===== src/core/clm_regs.svh =====
`ifndef CLM_REGS_SVH
`define CLM_REGS_SVH

// register byte offsets on the apb slave
`define CLM_CTRL_OFS     12'h000
`define CLM_STAT_OFS     12'h004
`define CLM_NUM_OFS      12'h008
`define CLM_DEN_OFS      12'h00c
`define CLM_FREQ_OFS     12'h010

// control word field positions
`define CLM_CTRL_OVR_BIT 0
`define CLM_CTRL_IN_LSB  4
`define CLM_CTRL_OUT_LSB 8
`define CLM_CTRL_FEC_LSB 12

// status word field positions
`define CLM_STAT_INRSV   0
`define CLM_STAT_FECRSV  1
`define CLM_STAT_FECRNG  2
`define CLM_STAT_CFGERR  3
`define CLM_STAT_RECAL   4
`define CLM_STAT_IN_LSB  8
`define CLM_STAT_OUT_LSB 12
`define CLM_STAT_FEC_LSB 16

// reset values
`define CLM_OVR_RST      1'b0
`define CLM_SWSEL_RST    9'h000
`define CLM_RATIO_RST    32'h0001_0001
`define CLM_FREQ_RST     20'h00000

// scaling factors and nominal base input frequency in khz
`define CLM_FEC_ONE      8'h01
`define CLM_FEC_255      8'hff
`define CLM_FEC_238      8'hee
`define CLM_FEC_237      8'hed
`define CLM_FEC_66       8'h42
`define CLM_FEC_64       8'h40
`define CLM_IN_KHZ_BASE  20'h04bf0

`endif


===== src/core/clm_pkg.sv =====
package clm_pkg;

  // one set of strap fields as seen on the selection pins
  typedef struct packed {
    logic [2:0] fec;
    logic [2:0] outRng;
    logic [2:0] inRng;
  } clm_sel_t;

  // multiplication factor as numerator over denominator
  typedef struct packed {
    logic [15:0] num;
    logic [15:0] den;
  } clm_ratio_t;

  // fec scaling factor on its own
  typedef struct packed {
    logic [7:0] num;
    logic [7:0] den;
  } clm_fec_t;

  typedef enum logic [2:0] {
    IN_RSV_LO = 3'h0,
    IN_19     = 3'h1,
    IN_38     = 3'h2,
    IN_77     = 3'h3,
    IN_155    = 3'h4,
    IN_311    = 3'h5,
    IN_622    = 3'h6,
    IN_RSV_HI = 3'h7
  } clm_in_rng_t;

  typedef enum logic [2:0] {
    OUT_39   = 3'h0,
    OUT_19   = 3'h1,
    OUT_155  = 3'h2,
    OUT_622  = 3'h3,
    OUT_78   = 3'h4,
    OUT_311  = 3'h5,
    OUT_1G25 = 3'h6,
    OUT_2G5  = 3'h7
  } clm_out_rng_t;

  typedef enum logic [2:0] {
    FEC_NONE  = 3'h0,
    FEC_UP238 = 3'h1,
    FEC_DN238 = 3'h2,
    FEC_RSV   = 3'h3,
    FEC_UP237 = 3'h4,
    FEC_DN237 = 3'h5,
    FEC_UP64  = 3'h6,
    FEC_DN64  = 3'h7
  } clm_fec_code_t;

endpackage


===== src/core/clm_rate_select.sv =====
`timescale 1ns/1ns
`include "clm_regs.svh"
module clm_rate_select #(
  parameter int unsigned AW = 12
) (
  input  wire logic               clk,
  input  wire logic               rst,
  input  wire logic               ce,
  input  wire logic               psel,
  input  wire logic               penable,
  input  wire logic               pwrite,
  input  wire logic [AW-1:0]      paddr,
  input  wire logic [31:0]        pwdata,
  output logic      [31:0]        prdata,
  output logic                    pready,
  output logic                    pslverr,
  input  wire clm_pkg::clm_sel_t  pinSel,
  input  wire logic [2:0]         pinDriven,
  output clm_pkg::clm_ratio_t     ratio,
  output logic [19:0]             inFreqKhz,
  output logic                    cfgError,
  output logic                    recalNeeded
);
  import clm_pkg::*;

  // synchronised pin levels and pad-driven sense
  logic [2:0]  inSync;
  logic [2:0]  outSync;
  logic [2:0]  fecSync;
  logic [2:0]  drvSync;

  // software control state
  logic        ovr_q;        // software selection replaces the pins
  clm_sel_t    swSel_q;      // software copy of the three fields
  clm_sel_t    prevSel_q;    // last applied selection, for change sense
  logic        primed_q;     // prevSel_q holds a real value
  logic        recal_q;      // sticky: fec code changed since cleared
  logic        cfgErr_q;
  logic        inRsv_q;
  logic        fecRsv_q;
  logic        fecRng_q;
  clm_ratio_t  ratio_q;
  logic [19:0] freq_q;
  logic [31:0] prdata_q;

  // the four pin groups share one synchroniser design
  clm_sync #(.W(3)) u_syncIn  (.clk(clk), .rst(rst), .ce(ce),
                               .d(pinSel.inRng),  .q(inSync));
  clm_sync #(.W(3)) u_syncOut (.clk(clk), .rst(rst), .ce(ce),
                               .d(pinSel.outRng), .q(outSync));
  clm_sync #(.W(3)) u_syncFec (.clk(clk), .rst(rst), .ce(ce),
                               .d(pinSel.fec),    .q(fecSync));
  clm_sync #(.W(3)) u_syncDrv (.clk(clk), .rst(rst), .ce(ce),
                               .d(pinDriven),     .q(drvSync));

  // an undriven field is seen as all zeros, like a pulled-down pad
  clm_sel_t pinEff;
  assign pinEff.inRng  = drvSync[0] ? inSync  : 3'h0;
  assign pinEff.outRng = drvSync[1] ? outSync : 3'h0;
  assign pinEff.fec    = drvSync[2] ? fecSync : 3'h0;

  // the selection actually applied
  clm_sel_t sel;
  assign sel = ovr_q ? swSel_q : pinEff;

  // input code to power-of-two step above 19.44 MHz
  function automatic logic [2:0] inStep(input logic [2:0] c);
    case (c)
      IN_19:   inStep = 3'h0;
      IN_38:   inStep = 3'h1;
      IN_77:   inStep = 3'h2;
      IN_155:  inStep = 3'h3;
      IN_311:  inStep = 3'h4;
      IN_622:  inStep = 3'h5;
      default: inStep = 3'h0;  // reserved, flagged separately
    endcase
  endfunction

  // output code to power-of-two step above the 19 MHz range
  function automatic logic [2:0] outStep(input logic [2:0] c);
    case (c)
      OUT_19:   outStep = 3'h0;
      OUT_39:   outStep = 3'h1;
      OUT_78:   outStep = 3'h2;
      OUT_155:  outStep = 3'h3;
      OUT_311:  outStep = 3'h4;
      OUT_622:  outStep = 3'h5;
      OUT_1G25: outStep = 3'h6;
      default:  outStep = 3'h7;
    endcase
  endfunction

  // fec code to its scaling ratio; the reserved code scales by one
  function automatic clm_fec_t fecRatio(input logic [2:0] c);
    case (c)
      FEC_UP238: fecRatio = '{`CLM_FEC_255, `CLM_FEC_238};
      FEC_DN238: fecRatio = '{`CLM_FEC_238, `CLM_FEC_255};
      FEC_UP237: fecRatio = '{`CLM_FEC_255, `CLM_FEC_237};
      FEC_DN237: fecRatio = '{`CLM_FEC_237, `CLM_FEC_255};
      FEC_UP64:  fecRatio = '{`CLM_FEC_66,  `CLM_FEC_64};
      FEC_DN64:  fecRatio = '{`CLM_FEC_64,  `CLM_FEC_66};
      default:   fecRatio = '{`CLM_FEC_ONE, `CLM_FEC_ONE};
    endcase
  endfunction

  // range decode and error terms
  wire [2:0]  kIn    = inStep(sel.inRng);
  wire [2:0]  jOut   = outStep(sel.outRng);
  wire        inRsv  = (sel.inRng == IN_RSV_LO) ||
                       (sel.inRng == IN_RSV_HI);
  wire        fecRsv = (sel.fec == FEC_RSV);
  wire        fecBig = sel.fec[2];                         // 100..111
  wire        inFast = (sel.inRng >= IN_155) && !inRsv;
  wire        fecRng = fecBig && !inFast;
  wire        cfgErr = inRsv || fecRsv || fecRng;
  clm_fec_t   fecR;
  assign fecR = fecRatio(sel.fec);

  // power-of-two part of the factor; a slower output moves to den
  wire [2:0]  upSh = (jOut > kIn) ? 3'(jOut - kIn) : 3'h0;
  wire [2:0]  dnSh = (kIn > jOut) ? 3'(kIn - jOut) : 3'h0;
  clm_ratio_t ratioD;
  assign ratioD.num = {8'h00, fecR.num} << upSh;
  assign ratioD.den = {8'h00, fecR.den} << dnSh;

  // nominal input is 19.44 MHz doubled per step, exact in khz
  wire [19:0] freqD = `CLM_IN_KHZ_BASE << kIn;

  // fec change seen once the first selection is in hand
  wire        fecChg = primed_q && (prevSel_q.fec != sel.fec);

  // apb decode
  wire        acc     = psel && penable;
  wire        isCtrl  = (paddr == `CLM_CTRL_OFS);
  wire        isStat  = (paddr == `CLM_STAT_OFS);
  wire        isNum   = (paddr == `CLM_NUM_OFS);
  wire        isDen   = (paddr == `CLM_DEN_OFS);
  wire        isFreq  = (paddr == `CLM_FREQ_OFS);
  wire        mapped  = isCtrl || isStat || isNum || isDen || isFreq;
  wire        wrCtrl  = acc && pwrite && isCtrl;
  wire        wrStat  = acc && pwrite && isStat;
  wire        clrRec  = wrStat && pwdata[`CLM_STAT_RECAL];
  wire        setupRd = psel && !penable && !pwrite;

  // readable words
  logic [31:0] ctrlWord;
  logic [31:0] statWord;
  always_comb
  begin
    ctrlWord = 32'h0000_0000;
    ctrlWord[`CLM_CTRL_OVR_BIT]       = ovr_q;
    ctrlWord[`CLM_CTRL_IN_LSB +: 3]   = swSel_q.inRng;
    ctrlWord[`CLM_CTRL_OUT_LSB +: 3]  = swSel_q.outRng;
    ctrlWord[`CLM_CTRL_FEC_LSB +: 3]  = swSel_q.fec;
    statWord = 32'h0000_0000;
    statWord[`CLM_STAT_INRSV]         = inRsv_q;
    statWord[`CLM_STAT_FECRSV]        = fecRsv_q;
    statWord[`CLM_STAT_FECRNG]        = fecRng_q;
    statWord[`CLM_STAT_CFGERR]        = cfgErr_q;
    statWord[`CLM_STAT_RECAL]         = recal_q;
    statWord[`CLM_STAT_IN_LSB +: 3]   = prevSel_q.inRng;
    statWord[`CLM_STAT_OUT_LSB +: 3]  = prevSel_q.outRng;
    statWord[`CLM_STAT_FEC_LSB +: 3]  = prevSel_q.fec;
  end

  wire [31:0] rdMux = isCtrl ? ctrlWord :
                      isStat ? statWord :
                      isNum  ? {16'h0000, ratio_q.num} :
                      isDen  ? {16'h0000, ratio_q.den} :
                      isFreq ? {12'h000, freq_q} : 32'h0000_0000;

  // software control register
  always_ff @(posedge clk or posedge rst)
  begin
    if (rst)
    begin
      ovr_q   <= `CLM_OVR_RST;
      swSel_q <= `CLM_SWSEL_RST;
    end
    else if (ce && wrCtrl)
    begin
      ovr_q          <= pwdata[`CLM_CTRL_OVR_BIT];
      swSel_q.inRng  <= pwdata[`CLM_CTRL_IN_LSB +: 3];
      swSel_q.outRng <= pwdata[`CLM_CTRL_OUT_LSB +: 3];
      swSel_q.fec    <= pwdata[`CLM_CTRL_FEC_LSB +: 3];
    end
  end

  // decoded factor and error flags, one register stage after select
  always_ff @(posedge clk or posedge rst)
  begin
    if (rst)
    begin
      ratio_q  <= `CLM_RATIO_RST;
      freq_q   <= `CLM_FREQ_RST;
      cfgErr_q <= 1'b0;
      inRsv_q  <= 1'b0;
      fecRsv_q <= 1'b0;
      fecRng_q <= 1'b0;
    end
    else if (ce)
    begin
      ratio_q  <= ratioD;
      freq_q   <= freqD;
      cfgErr_q <= cfgErr;
      inRsv_q  <= inRsv;
      fecRsv_q <= fecRsv;
      fecRng_q <= fecRng;
    end
  end

  // recalibration request: a fec change sets it, a write of one
  // clears it; a change in the clearing cycle wins so none is lost
  always_ff @(posedge clk or posedge rst)
  begin
    if (rst)
    begin
      prevSel_q <= `CLM_SWSEL_RST;
      primed_q  <= 1'b0;
      recal_q   <= 1'b0;
    end
    else if (ce)
    begin
      prevSel_q <= sel;
      primed_q  <= 1'b1;
      if (fecChg)
        recal_q <= 1'b1;
      else if (clrRec)
        recal_q <= 1'b0;
    end
  end

  // read data is captured in the setup cycle, so no wait states
  always_ff @(posedge clk or posedge rst)
  begin
    if (rst)
      prdata_q <= 32'h0000_0000;
    else if (ce && setupRd)
      prdata_q <= rdMux;
  end

  assign prdata      = prdata_q;
  assign pready      = 1'b1;
  assign pslverr     = acc && !mapped;
  assign ratio       = ratio_q;
  assign inFreqKhz   = freq_q;
  assign cfgError    = cfgErr_q;
  assign recalNeeded = recal_q;
endmodule // clm_rate_select


===== src/core/clm_sync.sv =====
`timescale 1ns/1ns
// two-flop synchroniser for a group of static pins
module clm_sync #(
  parameter int unsigned W = 3
) (
  input  wire logic         clk,
  input  wire logic         rst,
  input  wire logic         ce,
  input  wire logic [W-1:0] d,
  output logic      [W-1:0] q
);
  import clm_pkg::*;

  logic [W-1:0] meta_q;  // first stage, read only by the second

  // both stages reset to zero so an idle pin reads low
  always_ff @(posedge clk or posedge rst)
  begin
    if (rst)
    begin
      meta_q <= '0;
      q      <= '0;
    end
    else if (ce)
    begin
      meta_q <= d;
      q      <= meta_q;
    end
  end
endmodule // clm_sync


===== config.mk =====
export PLATFORM = sky130hd
export DESIGN_NAME = clm_rate_select
export DESIGN_NICKNAME = d
export VERILOG_FILES = /design/src/core/clm_pkg.sv /design/src/core/clm_rate_select.sv /design/src/core/clm_sync.sv
export VERILOG_INCLUDE_DIRS = /design/src /design/src/core
export SDC_FILE = /design/constraint.sdc
export NUM_CORES = 1
export LEC_CHECK = 0
export BUFFER_PORTS_ARGS = -buffer_cell sky130_fd_sc_hd__buf_4
export CAP_MARGIN = 40
export CORE_UTILIZATION = 40
export DETAILED_ROUTE_END_ITERATION = 12
export PLACE_DENSITY_LB_ADDON = 0.3
export SYNTH_ARGS = -nofsm -noshare
export SYNTH_HDL_FRONTEND = slang
export SYNTH_SLANG_ARGS = --single-unit

===== constraint.sdc =====
create_clock -name clk -period 8.4 [get_ports clk]
set_input_delay 0.42 -clock clk [delete_from_list [all_inputs] [get_ports clk]]
set_output_delay 0.42 -clock clk [all_outputs]
set_load 0.005 [all_outputs]

==> out/metrics.yaml, run 1 <==
yosys:
  synth_commonest_cells: "113 x dfrtp_1, 65 x nand2_1, 55 x nor2_1"
  ys_types: 60
  syn_area_per_cell_um2: 9.273
  syn_area_mm2: 0.006269
  synth_warnings: 0
  syn_inst: 676
  async_flop_share_pct: 100.0
  synth_top_area_cell: "dfrtp_1"
  synthFlopType: "dfrtp_1"
  synth-seq-area-share_pct: 45.95
  synth_edf_count: 0
  yosys.area.top_type_share_pct: 45.11
  yosysMostFrequentCell: "dfrtp_1"
  synth_area_leaders: "dfrtp_1 45%, mux2_2 7.2%, nand2_1 3.9%, a21oi_1 3.6%, nor2_1 3.3%"
  ys_seq_elements: 115
pwr:
  total_leakage_power_nw: 3.503
  comb_power_share_pct: 33.2
  ir_drop_uv: 137.4
  seq_power_share_pct: 34.2
  pwr_density_cell_mw_per_mm2: 279.9
  switching_power_mw: 0.7709
  p_int_mw: 1.410
  p_sw_share_pct: 35.34
  p_clk_share_pct: 32.5
outcome:
  status: "finished, final reports clean"
placement:
  place_congestion: 0.8710
  post-place-ws_ps: 4137
  dp_hpwl_um: 14030
  postPlaceCellArea_mm2: 0.007219
  portBuffers: 108
  place_inst: 963
sta:
  maxClockFrequency_mhz: 228.5
  finalSetupViolCount: 0
  hold_violations: 0
  slew_viol_final: 0
  layout_min_cycle_time_ps: 4376
  slew_headroom_pct: 45.44
  min_period_over_period_pct: 52.09
  skew_ps: 9.986
  tns_ps: 0
  setup_ws_ps: 4024
  worstMarginPinSlew_ps: 818.4
  rsz0062_at_grt: "no"
cts:
  cts_sinks: 115
  numCtsBuffers: 17
  clockRootBuffer: "clkbuf_16"
  hold_buffers: 0
  clock_path_buffers: 2
  postCtsSetupBuffers: 0
  post_cts_resized: 0
  htree_num_levels: 4
  clock_latency_ps: 420
  path_clk_slew_ps: 50
  cts_tree: "built"
die:
  rows: 45
  die-area_mm2: 0.01618
  die_h_um: 127.2
  start_util_pct: 41.08
  ios: 150
  coreArea_mm2: 0.01526
  die_width_um: 127.2
critical_path:
  reg2reg_slack_ps: 4020
  crit_cells: 12
  cpPeakStageDelay_ps: 670
  crit_path_max_fanout: 33
  crit_buf_inv: 3
  r2r_start: "ovr_q"
  cp.arrival_ps: 4640
  cp_data_required_time_ps: 8670
  startpoint_type: "flip-flop"
  crit_family: "compound AO/OA/AOI/OAI gates"
  critical_path.most_common_cell: "buf_4"
  worstSetupStartpoint: "ovr_q"
  crit_type: "reg2reg"
  critical-path-slowest-cell: "a21oi_1"
  path_cells: "buf_4 -> o21ai_0 -> buf_4 -> nor3_1 -> nor2_1 -> inv_1 -> ha_1 -> nand3b_1 -> a21oi_1 -> o32ai_1 -> nor4_1 -> o221ai_1"
  r2r.worst_path.cells: 12
  endpoint: "ratio[23]"
  r2r-end: "ratio[23]"
  cp-end-kind: "flip-flop"
detailed_routing:
  drtPass1Iterations: 5
  drc_errors: 0
  routed-via-count: 5585
  routedWlPerCell_um: 19.38
  wl_um: 19280
  ant_nets: 0
  viasPerCell: 5.613
  drtIter0Drc: 692
grt:
  track_usage_pct: 24.80
  grt_pass1_wl_um: 30300
  antenna_found_initial: 0
  grt_max_degree: 75
  grt_pass1_vias: 5312
  overflow: 0
finish:
  area_growth_syn_to_layout_pct: 24.31
  layout.cells.non_filler: 995
  fin_util_pct: 51.07
  nNetsFinal: 841
  fin_area_mm2: 0.007792
  n_antenna_cell: 0
  drive_gt1_share_pct: 26.28
flow_run:
  maxCapViolations: 0
worst_hold_path:
  hold_path_class: "in2async"
[through the flow]
step | hold WS, ps | total power [mW]
final | 10.23 | 2.181
after global routing | 38.34 | 2.290
after CTS | 14.15 | 2.187
after detailed placement | 453.1 | 1.474
after global placement | 448.3 | 1.460
after floorplan | 437.3 | 1.158
[cell type report]
cell class | count | area, um^2
Clock buffer | 23 | 467.9
Clock inverter | 9 | 105.1
Fill cell | 1444 | 7466
Inverter | 38 | 145.1
Multi-Input combinational cell | 478 | 2997
Sequential cell | 115 | 2880
Tap cell | 211 | 264.0
Timing Repair Buffer | 121 | 933.4
[routing by layer]
metal	share of wire [%]	vias to the layer above	GRT usage (%)	wire, um
met5	0	-	0	0
met4	1.4	0	7.563	264
met3	5.4	21	4.481	1048
met2	48	222	39.14	9168
met1	46	2763	34.76	8800
li1	-	2579	-	-
[logic make-up after synthesis]
group | Yosys count | synth area share [%]
compound gates | 195 | 19.96
xor+xnor | 7 | 0.9781
fa+ha+maj | 8 | 1.836
buf+inv | 100 | 7.266
flops | 115 | 45.95
mux | 45 | 8.184
other cells | 2 | 0.1198
simple gates | 204 | 15.71
[flip-flops by register name (all words and copies together), names as in the netlist]
| signal | count |
|---|---|
| u_syncDrv.q | 3 |
| u_syncIn.meta_q | 3 |
| u_syncOut.meta_q | 3 |
| ovr_q | 1 |
| cfgError | 1 |
| inFreqKhz | 16 |
| fecRng_q | 1 |
| u_syncFec.q | 3 |
| prdata | 20 |
| ratio | 30 |
| u_syncIn.q | 3 |
| prevSel_q | 9 |
| u_syncDrv.meta_q | 3 |
| inRsv_q | 1 |
| primed_q | 1 |
| u_syncOut.q | 3 |
| fecRsv_q | 1 |
| u_syncFec.meta_q | 3 |
| recalNeeded | 1 |
| ctrlWord | 9 |
[power groups by stage]
stage	Combinational (mW)	Sequential, mW	Clock, mW
CTS	0.721	0.748	0.718
floorplan	0.430	0.728	0
global route	0.790	0.757	0.742
detailed placement	0.717	0.757	0
finish	0.725	0.747	0.709
global placement	0.707	0.753	0
[worst min-delay path by stage]
stage,endpoint,from,slack [ps],cells after the start
2_1_floorplan,primed_q,primed_q,440,1
3_3_place_gp,prdata[15],rst,450,2
6_report,inFreqKhz[15],rst,10,2
5_1_grt,prdata[19],rst,40,2
4_1_cts,prdata[15],rst,10,2
3_5_place_dp,primed_q,primed_q,450,1
[layout by cell type (no fill, tap or decap), types with 8 or more instances in the layout]
| cell type | count |
|---|---|
| buf_4 | 118 |
| dfrtp_1 | 113 |
| nand2_1 | 65 |
| nor2_1 | 55 |
| a21oi_1 | 45 |
| mux2_2 | 40 |
| o21ai_0 | 38 |
| inv_1 | 37 |
| o22ai_1 | 26 |
| conb_1 | 19 |
| clkbuf_16 | 17 |
| nand3_1 | 15 |
| nor3_1 | 13 |
| nand2b_1 | 12 |
| o221ai_1 | 12 |
| o21a_1 | 9 |
| o31ai_1 | 9 |
| a221oi_1 | 9 |
| and3_1 | 8 |
No activity file was read; power rests on OpenSTA's default activity.
==> run 2, diff against run 1 <==
==> constraint.sdc (replaced) <==
create_clock -name clk -period 4 [get_ports clk]
set_input_delay 0.2 -clock clk [delete_from_list [all_inputs] [get_ports clk]]
set_output_delay 0.2 -clock clk [all_outputs]
set_load 0.005 [all_outputs]
==> run 2 against run 1 <==
Routed wire length is 0.76% lower. Sequential share of layout area is 0.89 points lower. Non-clock buffer count is 14 higher. Clock power rose by 130%.
==> out/metrics.yaml, run 2 (same netlist as run 1, synthesis figures left out) <==
die:
  start_util_pct: 41.08  # unchanged
  ios: 150  # unchanged
  rows: 45  # unchanged
  coreArea_mm2: 0.01526  # unchanged
  die-area_mm2: 0.01618  # unchanged
  die_h_um: 127.2  # unchanged
  die_width_um: 127.2  # unchanged
cts:
  clock_path_buffers: 2  # unchanged
  htree_num_levels: 4  # unchanged
  cts_sinks: 115  # unchanged
  cts_tree: "built"  # unchanged
  clockRootBuffer: "clkbuf_16"  # unchanged
  path_clk_slew_ps: 50  # about the same
  numCtsBuffers: 17  # unchanged
  postCtsSetupBuffers: 0  # unchanged
  clock_latency_ps: 420  # about the same
critical_path:
  r2r_start: "ovr_q"  # unchanged
  cp-end-kind: "flip-flop"  # unchanged
  cp_data_required_time_ps: 4270  # was 8670 ps
  crit_path_max_fanout: 11  # was 33
  r2r.worst_path.cells: 13  # was 12
  critical-path-slowest-cell: "o21ai_0"  # was a21oi_1
  crit_type: "reg2reg"  # unchanged
  startpoint_type: "flip-flop"  # unchanged
  r2r-end: "ratio[22]"  # was ratio[23]
  reg2reg_slack_ps: 360  # was 4020 ps
  cpPeakStageDelay_ps: 460  # was 670 ps
  path_cells: "buf_4 -> and2_1 -> a31oi_1 -> buf_4 -> nor3_1 -> nor2_1 -> inv_1 -> ha_1 -> and3_1 -> a21oi_1 -> nand2_1 -> o21ai_0 -> o221ai_1"  # was buf_4 -> o21ai_0 -> buf_4 -> nor3_1 -> nor2_1 -> inv_1 -> ha_1 -> nand3b_1 -> a21oi_1 -> o32ai_1 -> nor4_1 -> o221ai_1
  cp.arrival_ps: 3910  # was 4640 ps
  critical_path.most_common_cell: "buf_4"  # unchanged
detailed_routing:
  wl_um: 19140  # was 19280 um
  wl_met2_um: 9138  # was 9168 um
  ant_nets: 0  # unchanged
  wl_met3_um: 1038  # was 1048 um
  drtIter0Drc: 530  # was 692
  m1WireLength_um: 8554  # was 8800 um
  routed-via-count: 5630  # was 5585
  drtPass1Iterations: 5  # unchanged
  drc_errors: 0  # unchanged
  routedWlPerCell_um: 18.96  # was 19.38 um
  highest_layer: "met4"  # unchanged
  viasPerCell: 5.580  # was 5.613
worst_hold_path:
  min_from: "pinSel[3]"
  min_to: "u_syncOut.meta_q[0]"
  hold_path_class: "in2reg"  # was in2async
  min_path_cells: 2
outcome:
  status: "finished, final reports clean"  # unchanged
pwr:
  pwr_density_cell_mw_per_mm2: 596.2  # was 279.9 mW/mm^2
  power_mw: 4.760  # was 2.181 mW
  total_leakage_power_nw: 3.583  # was 3.503 nW
  ir_drop_uv: 320.0  # was 137.4 uV
sta:
  tns_ps: 0  # unchanged
  setup_ws_ps: 357.6  # was 4024 ps
  timing.hold.ws_ps: 8.853  # was 10.23 ps
  rsz0062_at_grt: "no"  # unchanged
  layout_min_cycle_time_ps: 3642  # was 4376 ps
  min_period_over_period_pct: 91.06  # was 52.09%
  slew_viol_final: 0  # unchanged
  finalSetupViolCount: 0  # unchanged
  maxClockFrequency_mhz: 274.5  # was 228.5 MHz
  worstMarginPinSlew_ps: 791.1  # was 818.4 ps
  hold_violations: 0  # unchanged
  skew_ps: 10.54  # was 9.986 ps
  slew_headroom_pct: 46.90  # was 45.44%
grt:
  grt_pass1_wl_um: 30100  # was 30300 um
  track_usage_pct: 24.54  # was 24.80%
  grt_max_degree: 63  # was 75
  grt_pass1_vias: 5436  # was 5312
  antenna_found_initial: 0  # unchanged
  overflow: 0  # unchanged
finish:
  n_antenna_cell: 0  # unchanged
  drive_gt1_share_pct: 27.19  # was 26.28%
  fillers: 1391  # was 1444
  layout_common_cells: "126 x buf_4, 113 x dfrtp_1, 65 x nand2_1"  # was 118 x buf_4, 113 x dfrtp_1, 65 x nand2_1
  area_growth_syn_to_layout_pct: 27.37  # was 24.31%
  layout.cells.most_common: "buf_4"  # unchanged
  nNetsFinal: 855  # was 841
  largest_reg_flops: 30  # unchanged
placement:
  place_congestion: 0.8495  # was 0.8710
  post-place-ws_ps: 357.8  # was 4137 ps
  dp_hpwl_um: 14050  # was 14030 um
  portBuffers: 108  # unchanged
flow_run:
  maxCapViolations: 0  # unchanged
-- run 2: changes by cell type in the layout (fill, tap and decap cells not counted), sizes merged --
| cell | change |
|---|---|
| inv | +2 |
| clkbuf | -1 |
| clkinv | -6 |
| buf | +7 |
| dlygate4sd3 | +7 |
| bufinv | +1 |
| clkinvlp | +4 |
-- run 2: routing by layer --
metal,vias to the layer above,global-route usage (%)
met5,-,0
met4,0,10.15
met3,31,5.193
met2,205,38.40
met1,2789,33.17
li1,2605,-
-- run 2: where the power goes --
group / switching [mW] / internal [mW] / leakage (nW) / total, mW
clock network: 0.554 / 1.07 / 0.298 / 1.62
logic: 0.890 / 0.682 / 1.86 / 1.57
registers: 0.191 / 1.38 / 1.43 / 1.57
-- run 2: layout make-up --
cell class / count / area [um^2] / share of cell area (%)
clock buffer: 22 / 494.2 / 6.190
clock inverter: 10 / 145.1 / 1.818
inverter: 38 / 145.1 / 1.818
multi-input combinational: 478 / 2997 / 37.53
sequential: 115 / 2880 / 36.08
tap: 211 / 264.0 / 3.307
timing repair buffer: 135 / 1059 / 13.26
-- run 2: per-stage QoR --
step	util [%]	instance area [um^2]	instances
after floorplan	-	6332	693
after global placement	47.35	7224	967
after detailed placement	47.68	7274	970
after CTS	52.13	7954	1006
after global routing	52.32	7984	1009
final	52.32	7984	1009
-- run 2: what timing repair did --
action	CTS	global route
hold buffers	4	3
hold endpoints to repair	20	3
setup endpoints to repair	0	1
resized for setup	0	1
-- run 2: worst max-delay path: cells and delay by family (launching register included) --
kind | cells | cell delay [ps]
adder cells (fa/ha/maj) | 1 | 360
flip-flops | 1 | 380
buffers and inverters | 3 | 520
AND/OR/NAND/NOR | 5 | 1020
AO/OA/AOI/OAI | 4 | 1200
-- run 2: worst max path at each step --
stage	start	to	slack, ps	depth (start not counted)
after global placement	ovr_q	ratio[22]	450	13
after global routing	ovr_q	ratio[22]	40	14
after detailed placement	u_syncDrv.q[0]	ratio[22]	360	11
after floorplan	ovr_q	ratio[8]	360	15
after CTS	u_syncDrv.q[0]	ratio[22]	330	11
final	ovr_q	ratio[22]	360	13
==> run 3, diff against run 2 <==
--- a/config.mk
+++ b/config.mk
@@ -6,11 +6,13 @@
 export SDC_FILE = /design/constraint.sdc
 export NUM_CORES = 1
 export LEC_CHECK = 0
+export ABC_AREA = 1
 export BUFFER_PORTS_ARGS = -buffer_cell sky130_fd_sc_hd__buf_4
 export CAP_MARGIN = 40
 export CORE_UTILIZATION = 40
 export DETAILED_ROUTE_END_ITERATION = 12
 export PLACE_DENSITY_LB_ADDON = 0.3
+export SLEW_MARGIN = 5
 export SYNTH_ARGS = -nofsm -noshare
 export SYNTH_HDL_FRONTEND = slang
 export SYNTH_SLANG_ARGS = --single-unit
==> run 3 against run 2 <==
Cell count rose by 17%. Register-to-register slack improved by 280 ps. Die area rose by 2.8%. Core utilization decreased by 0.89 points. Design area rose by 2.0%. Clock power shrank 12%. Sequential cell count unchanged. First-iteration DRC count grew 9.2%. Critical path depth is 1 higher. Critical endpoint is now ratio[3]. Largest cell class unchanged.
==> out/metrics.yaml, run 3 <==
outcome:
  status: "finished, final reports clean"  # unchanged
cts:
  cts_tree: "built"  # unchanged
  htree_num_levels: 4  # unchanged
  clockRootBuffer: "clkbuf_16"  # unchanged
  clock_latency_ps: 420  # about the same
  post_cts_resized: 0  # unchanged
  path_clk_slew_ps: 50  # about the same
  postCtsSetupBuffers: 0  # unchanged
  cts_sinks: 115  # unchanged
  hold_buffers: 18  # was 4
  clock_path_buffers: 2  # unchanged
  numCtsBuffers: 17  # unchanged
grt:
  grt_max_degree: 65  # was 63
  busiest_layer: "met2"  # unchanged
  antenna_found_initial: 0  # unchanged
  grtUsageMet1_pct: 30.75  # was 33.17%
  met3_usage_pct: 4.948  # was 5.193%
  grt_pass1_wl_um: 29350  # was 30100 um
  grt_use_met2_pct: 37.90  # was 38.40%
  track_usage_pct: 23.78  # was 24.54%
  grt_pass1_vias: 5629  # was 5436
  overflow: 0  # unchanged
yosys:
  yosysMostFrequentCell: "nand2_1"  # was dfrtp_1
  async_flop_share_pct: 100.0  # unchanged
  synth_edf_count: 0  # unchanged
  ys_types: 50  # was 60
  synth_warnings: 0  # unchanged
  ys_seq_elements: 115  # unchanged
  syn_area_mm2: 0.006445  # was 0.006269 mm^2
  synthFlopType: "dfrtp_1"  # unchanged
  syn_inst: 825  # was 676
  synth_commonest_cells: "258 x nand2_1, 113 x dfrtp_1, 92 x nand3_1"  # was 113 x dfrtp_1, 65 x nand2_1, 55 x nor2_1
  syn_area_per_cell_um2: 7.812  # was 9.273 um^2
  yosys.area.top_type_share_pct: 43.87  # was 45.11%
  synth_area_leaders: "dfrtp_1 44%, nand2_1 15%, nand3_1 7.1%, inv_1 4.4%, o21ai_0 3.7%"  # was dfrtp_1 45%, mux2_2 7.2%, nand2_1 3.9%, a21oi_1 3.6%, nor2_1 3.3%
  synth_top_area_cell: "dfrtp_1"  # unchanged
  synth-seq-area-share_pct: 44.69  # was 45.95%
die:
  die_width_um: 128.9  # was 127.2 um
  start_util_pct: 40.72  # was 41.08%
  ios: 150  # unchanged
  die_h_um: 128.9  # was 127.2 um
  rows: 46  # was 45
  coreArea_mm2: 0.01583  # was 0.01526 mm^2
  die-area_mm2: 0.01662  # was 0.01618 mm^2
detailed_routing:
  routed-via-count: 5897  # was 5630
  drtIter0Drc: 579  # was 530
  drc_errors: 0  # unchanged
  viasPerCell: 5.002  # was 5.580
  drtPass1Iterations: 5  # unchanged
  wl_um: 18440  # was 19140 um
  routedWlPerCell_um: 15.64  # was 18.96 um
  ant_nets: 0  # unchanged
sta:
  finalSetupViolCount: 0  # unchanged
  rsz0062_at_grt: "no"  # unchanged
  hold_violations: 0  # unchanged
  tns_ps: 0  # unchanged
  min_period_over_period_pct: 84.06  # was 91.06%
  layout_min_cycle_time_ps: 3362  # was 3642 ps
  slew_headroom_pct: 51.33  # was 46.90%
  maxClockFrequency_mhz: 297.4  # was 274.5 MHz
  skew_ps: 5.374  # was 10.54 ps
  timing.hold.ws_ps: 13.02  # was 8.853 ps
  setup_ws_ps: 637.7  # was 357.6 ps
  worstMarginPinSlew_ps: 729.0  # was 791.1 ps
  slew_viol_final: 0  # unchanged
critical_path:
  cp-end-kind: "flip-flop"  # unchanged
  critical_path.most_common_cell: "inv_1"  # was buf_4
  crit_type: "reg2reg"  # unchanged
  crit_path_max_fanout: 16  # was 11
  cpPeakStageDelay_ps: 720  # was 460 ps
  critical-path-slowest-cell: "dfrtp_1"  # was o21ai_0
  path_cells: "inv_4 -> o21ai_0 -> o21ai_2 -> nand2_1 -> inv_1 -> nor2_1 -> ha_1 -> inv_1 -> fa_1 -> nand3_4 -> inv_1 -> nand3_1 -> nand3_1 -> o21ai_0"  # was buf_4 -> and2_1 -> a31oi_1 -> buf_4 -> nor3_1 -> nor2_1 -> inv_1 -> ha_1 -> and3_1 -> a21oi_1 -> nand2_1 -> o21ai_0 -> o221ai_1
  cp_data_required_time_ps: 4270  # about the same
  startpoint_type: "flip-flop"  # unchanged
  r2r.worst_path.cells: 14  # was 13
  cp.arrival_ps: 3640  # was 3910 ps
placement:
  post-place-ws_ps: 689.0  # was 357.8 ps
  place_congestion: 0.8924  # was 0.8495
  place_inst: 1130  # was 970
  dp_hpwl_um: 13650  # was 14050 um
  portBuffers: 108  # unchanged
  postPlaceCellArea_mm2: 0.007406  # was 0.007274 mm^2
pwr:
  pwr_density_cell_mw_per_mm2: 469.6  # was 596.2 mW/mm^2
  ir_drop_uv: 305.0  # was 320.0 uV
  total_leakage_power_nw: 4.233  # was 3.583 nW
finish:
  n_antenna_cell: 0  # unchanged
  fin_area_mm2: 0.008142  # was 0.007984 mm^2
  nNetsFinal: 1021  # was 855
  layout.cells.non_filler: 1179  # was 1009
  layout.cells.most_common: "nand2_1"  # was buf_4
  layout_common_cells: "258 x nand2_1, 113 x dfrtp_1, 113 x buf_4"  # was 126 x buf_4, 113 x dfrtp_1, 65 x nand2_1
  fillers: 1508  # was 1391
  drive_gt1_share_pct: 22.53  # was 27.19%
  area_growth_syn_to_layout_pct: 26.33  # was 27.37%
  largest_reg_flops: 30  # unchanged
worst_hold_path:
  hold_path_class: "in2reg"  # unchanged
  min_path_cells: 2  # unchanged
flow_run:
  maxCapViolations: 0  # unchanged
-- run 3: per-stage QoR --
step                utilization, %  total power [mW]
finish                       51.44             3.823
global route                 51.44             4.032
CTS                          51.44             3.840
detailed placement           46.79             2.399
global placement             46.62             2.383
floorplan                        -             2.017
-- run 3: kinds of logic after synthesis --
| logic type | synth area share [%] |
|---|---|
| buffers and inverters | 9.086 |
| AND/OR/NAND/NOR | 33.31 |
| XOR/XNOR | 0.6794 |
| adder cells (fa/ha/maj) | 1.786 |
| other | 0.1165 |
| AO/OA/AOI/OAI | 8.756 |
| multiplexers | 1.572 |
| flip-flops | 44.69 |
-- run 3: layout make-up --
| type | count | area, um^2 | area share, % |
|---|---|---|---|
| multi-input cells | 597 | 3043 | 37.38 |
| flip-flops and latches | 115 | 2880 | 35.38 |
| repair buffers | 132 | 1056 | 12.97 |
| clock buffers | 22 | 474.2 | 5.824 |
| inverters | 88 | 336.6 | 4.134 |
| well taps | 216 | 270.3 | 3.319 |
| clock inverters | 9 | 81.33 | 0.9989 |
-- run 3: critical path: cells and delay by family, from the launching register on --
family,cells,cell delay [ps]
adders and majority gates,2,750
buffers and inverters,4,570
and+or+nand+nor,5,770
DFF,1,720
AOI/OAI and AO/OA,3,390
-- run 3: routing by layer --
metal	part of all wire, %	routed length, um
met1	44	8199
met2	46	8545
met3	5.4	1004
met4	3.8	694
met5	0	0
-- run 3: power by group --
part,switching (mW),internal (mW),total (mW)
Sequential,0.158,1.32,1.48
Clock,0.528,0.893,1.42
Combinational,0.549,0.376,0.925
-- run 3: final timing paths --
check,start,endpoint,slack (ps)
worst max-delay path,ovr_q,ratio[3],640
worst min-delay path,pwdata[14],ctrlWord[14],10
worst max register to register,ovr_q,ratio[3],640
worst min register to register,primed_q,primed_q,470
max in group asynchronous,rst,u_syncFec.q[1],2640
min in group asynchronous,rst,prdata[16],320
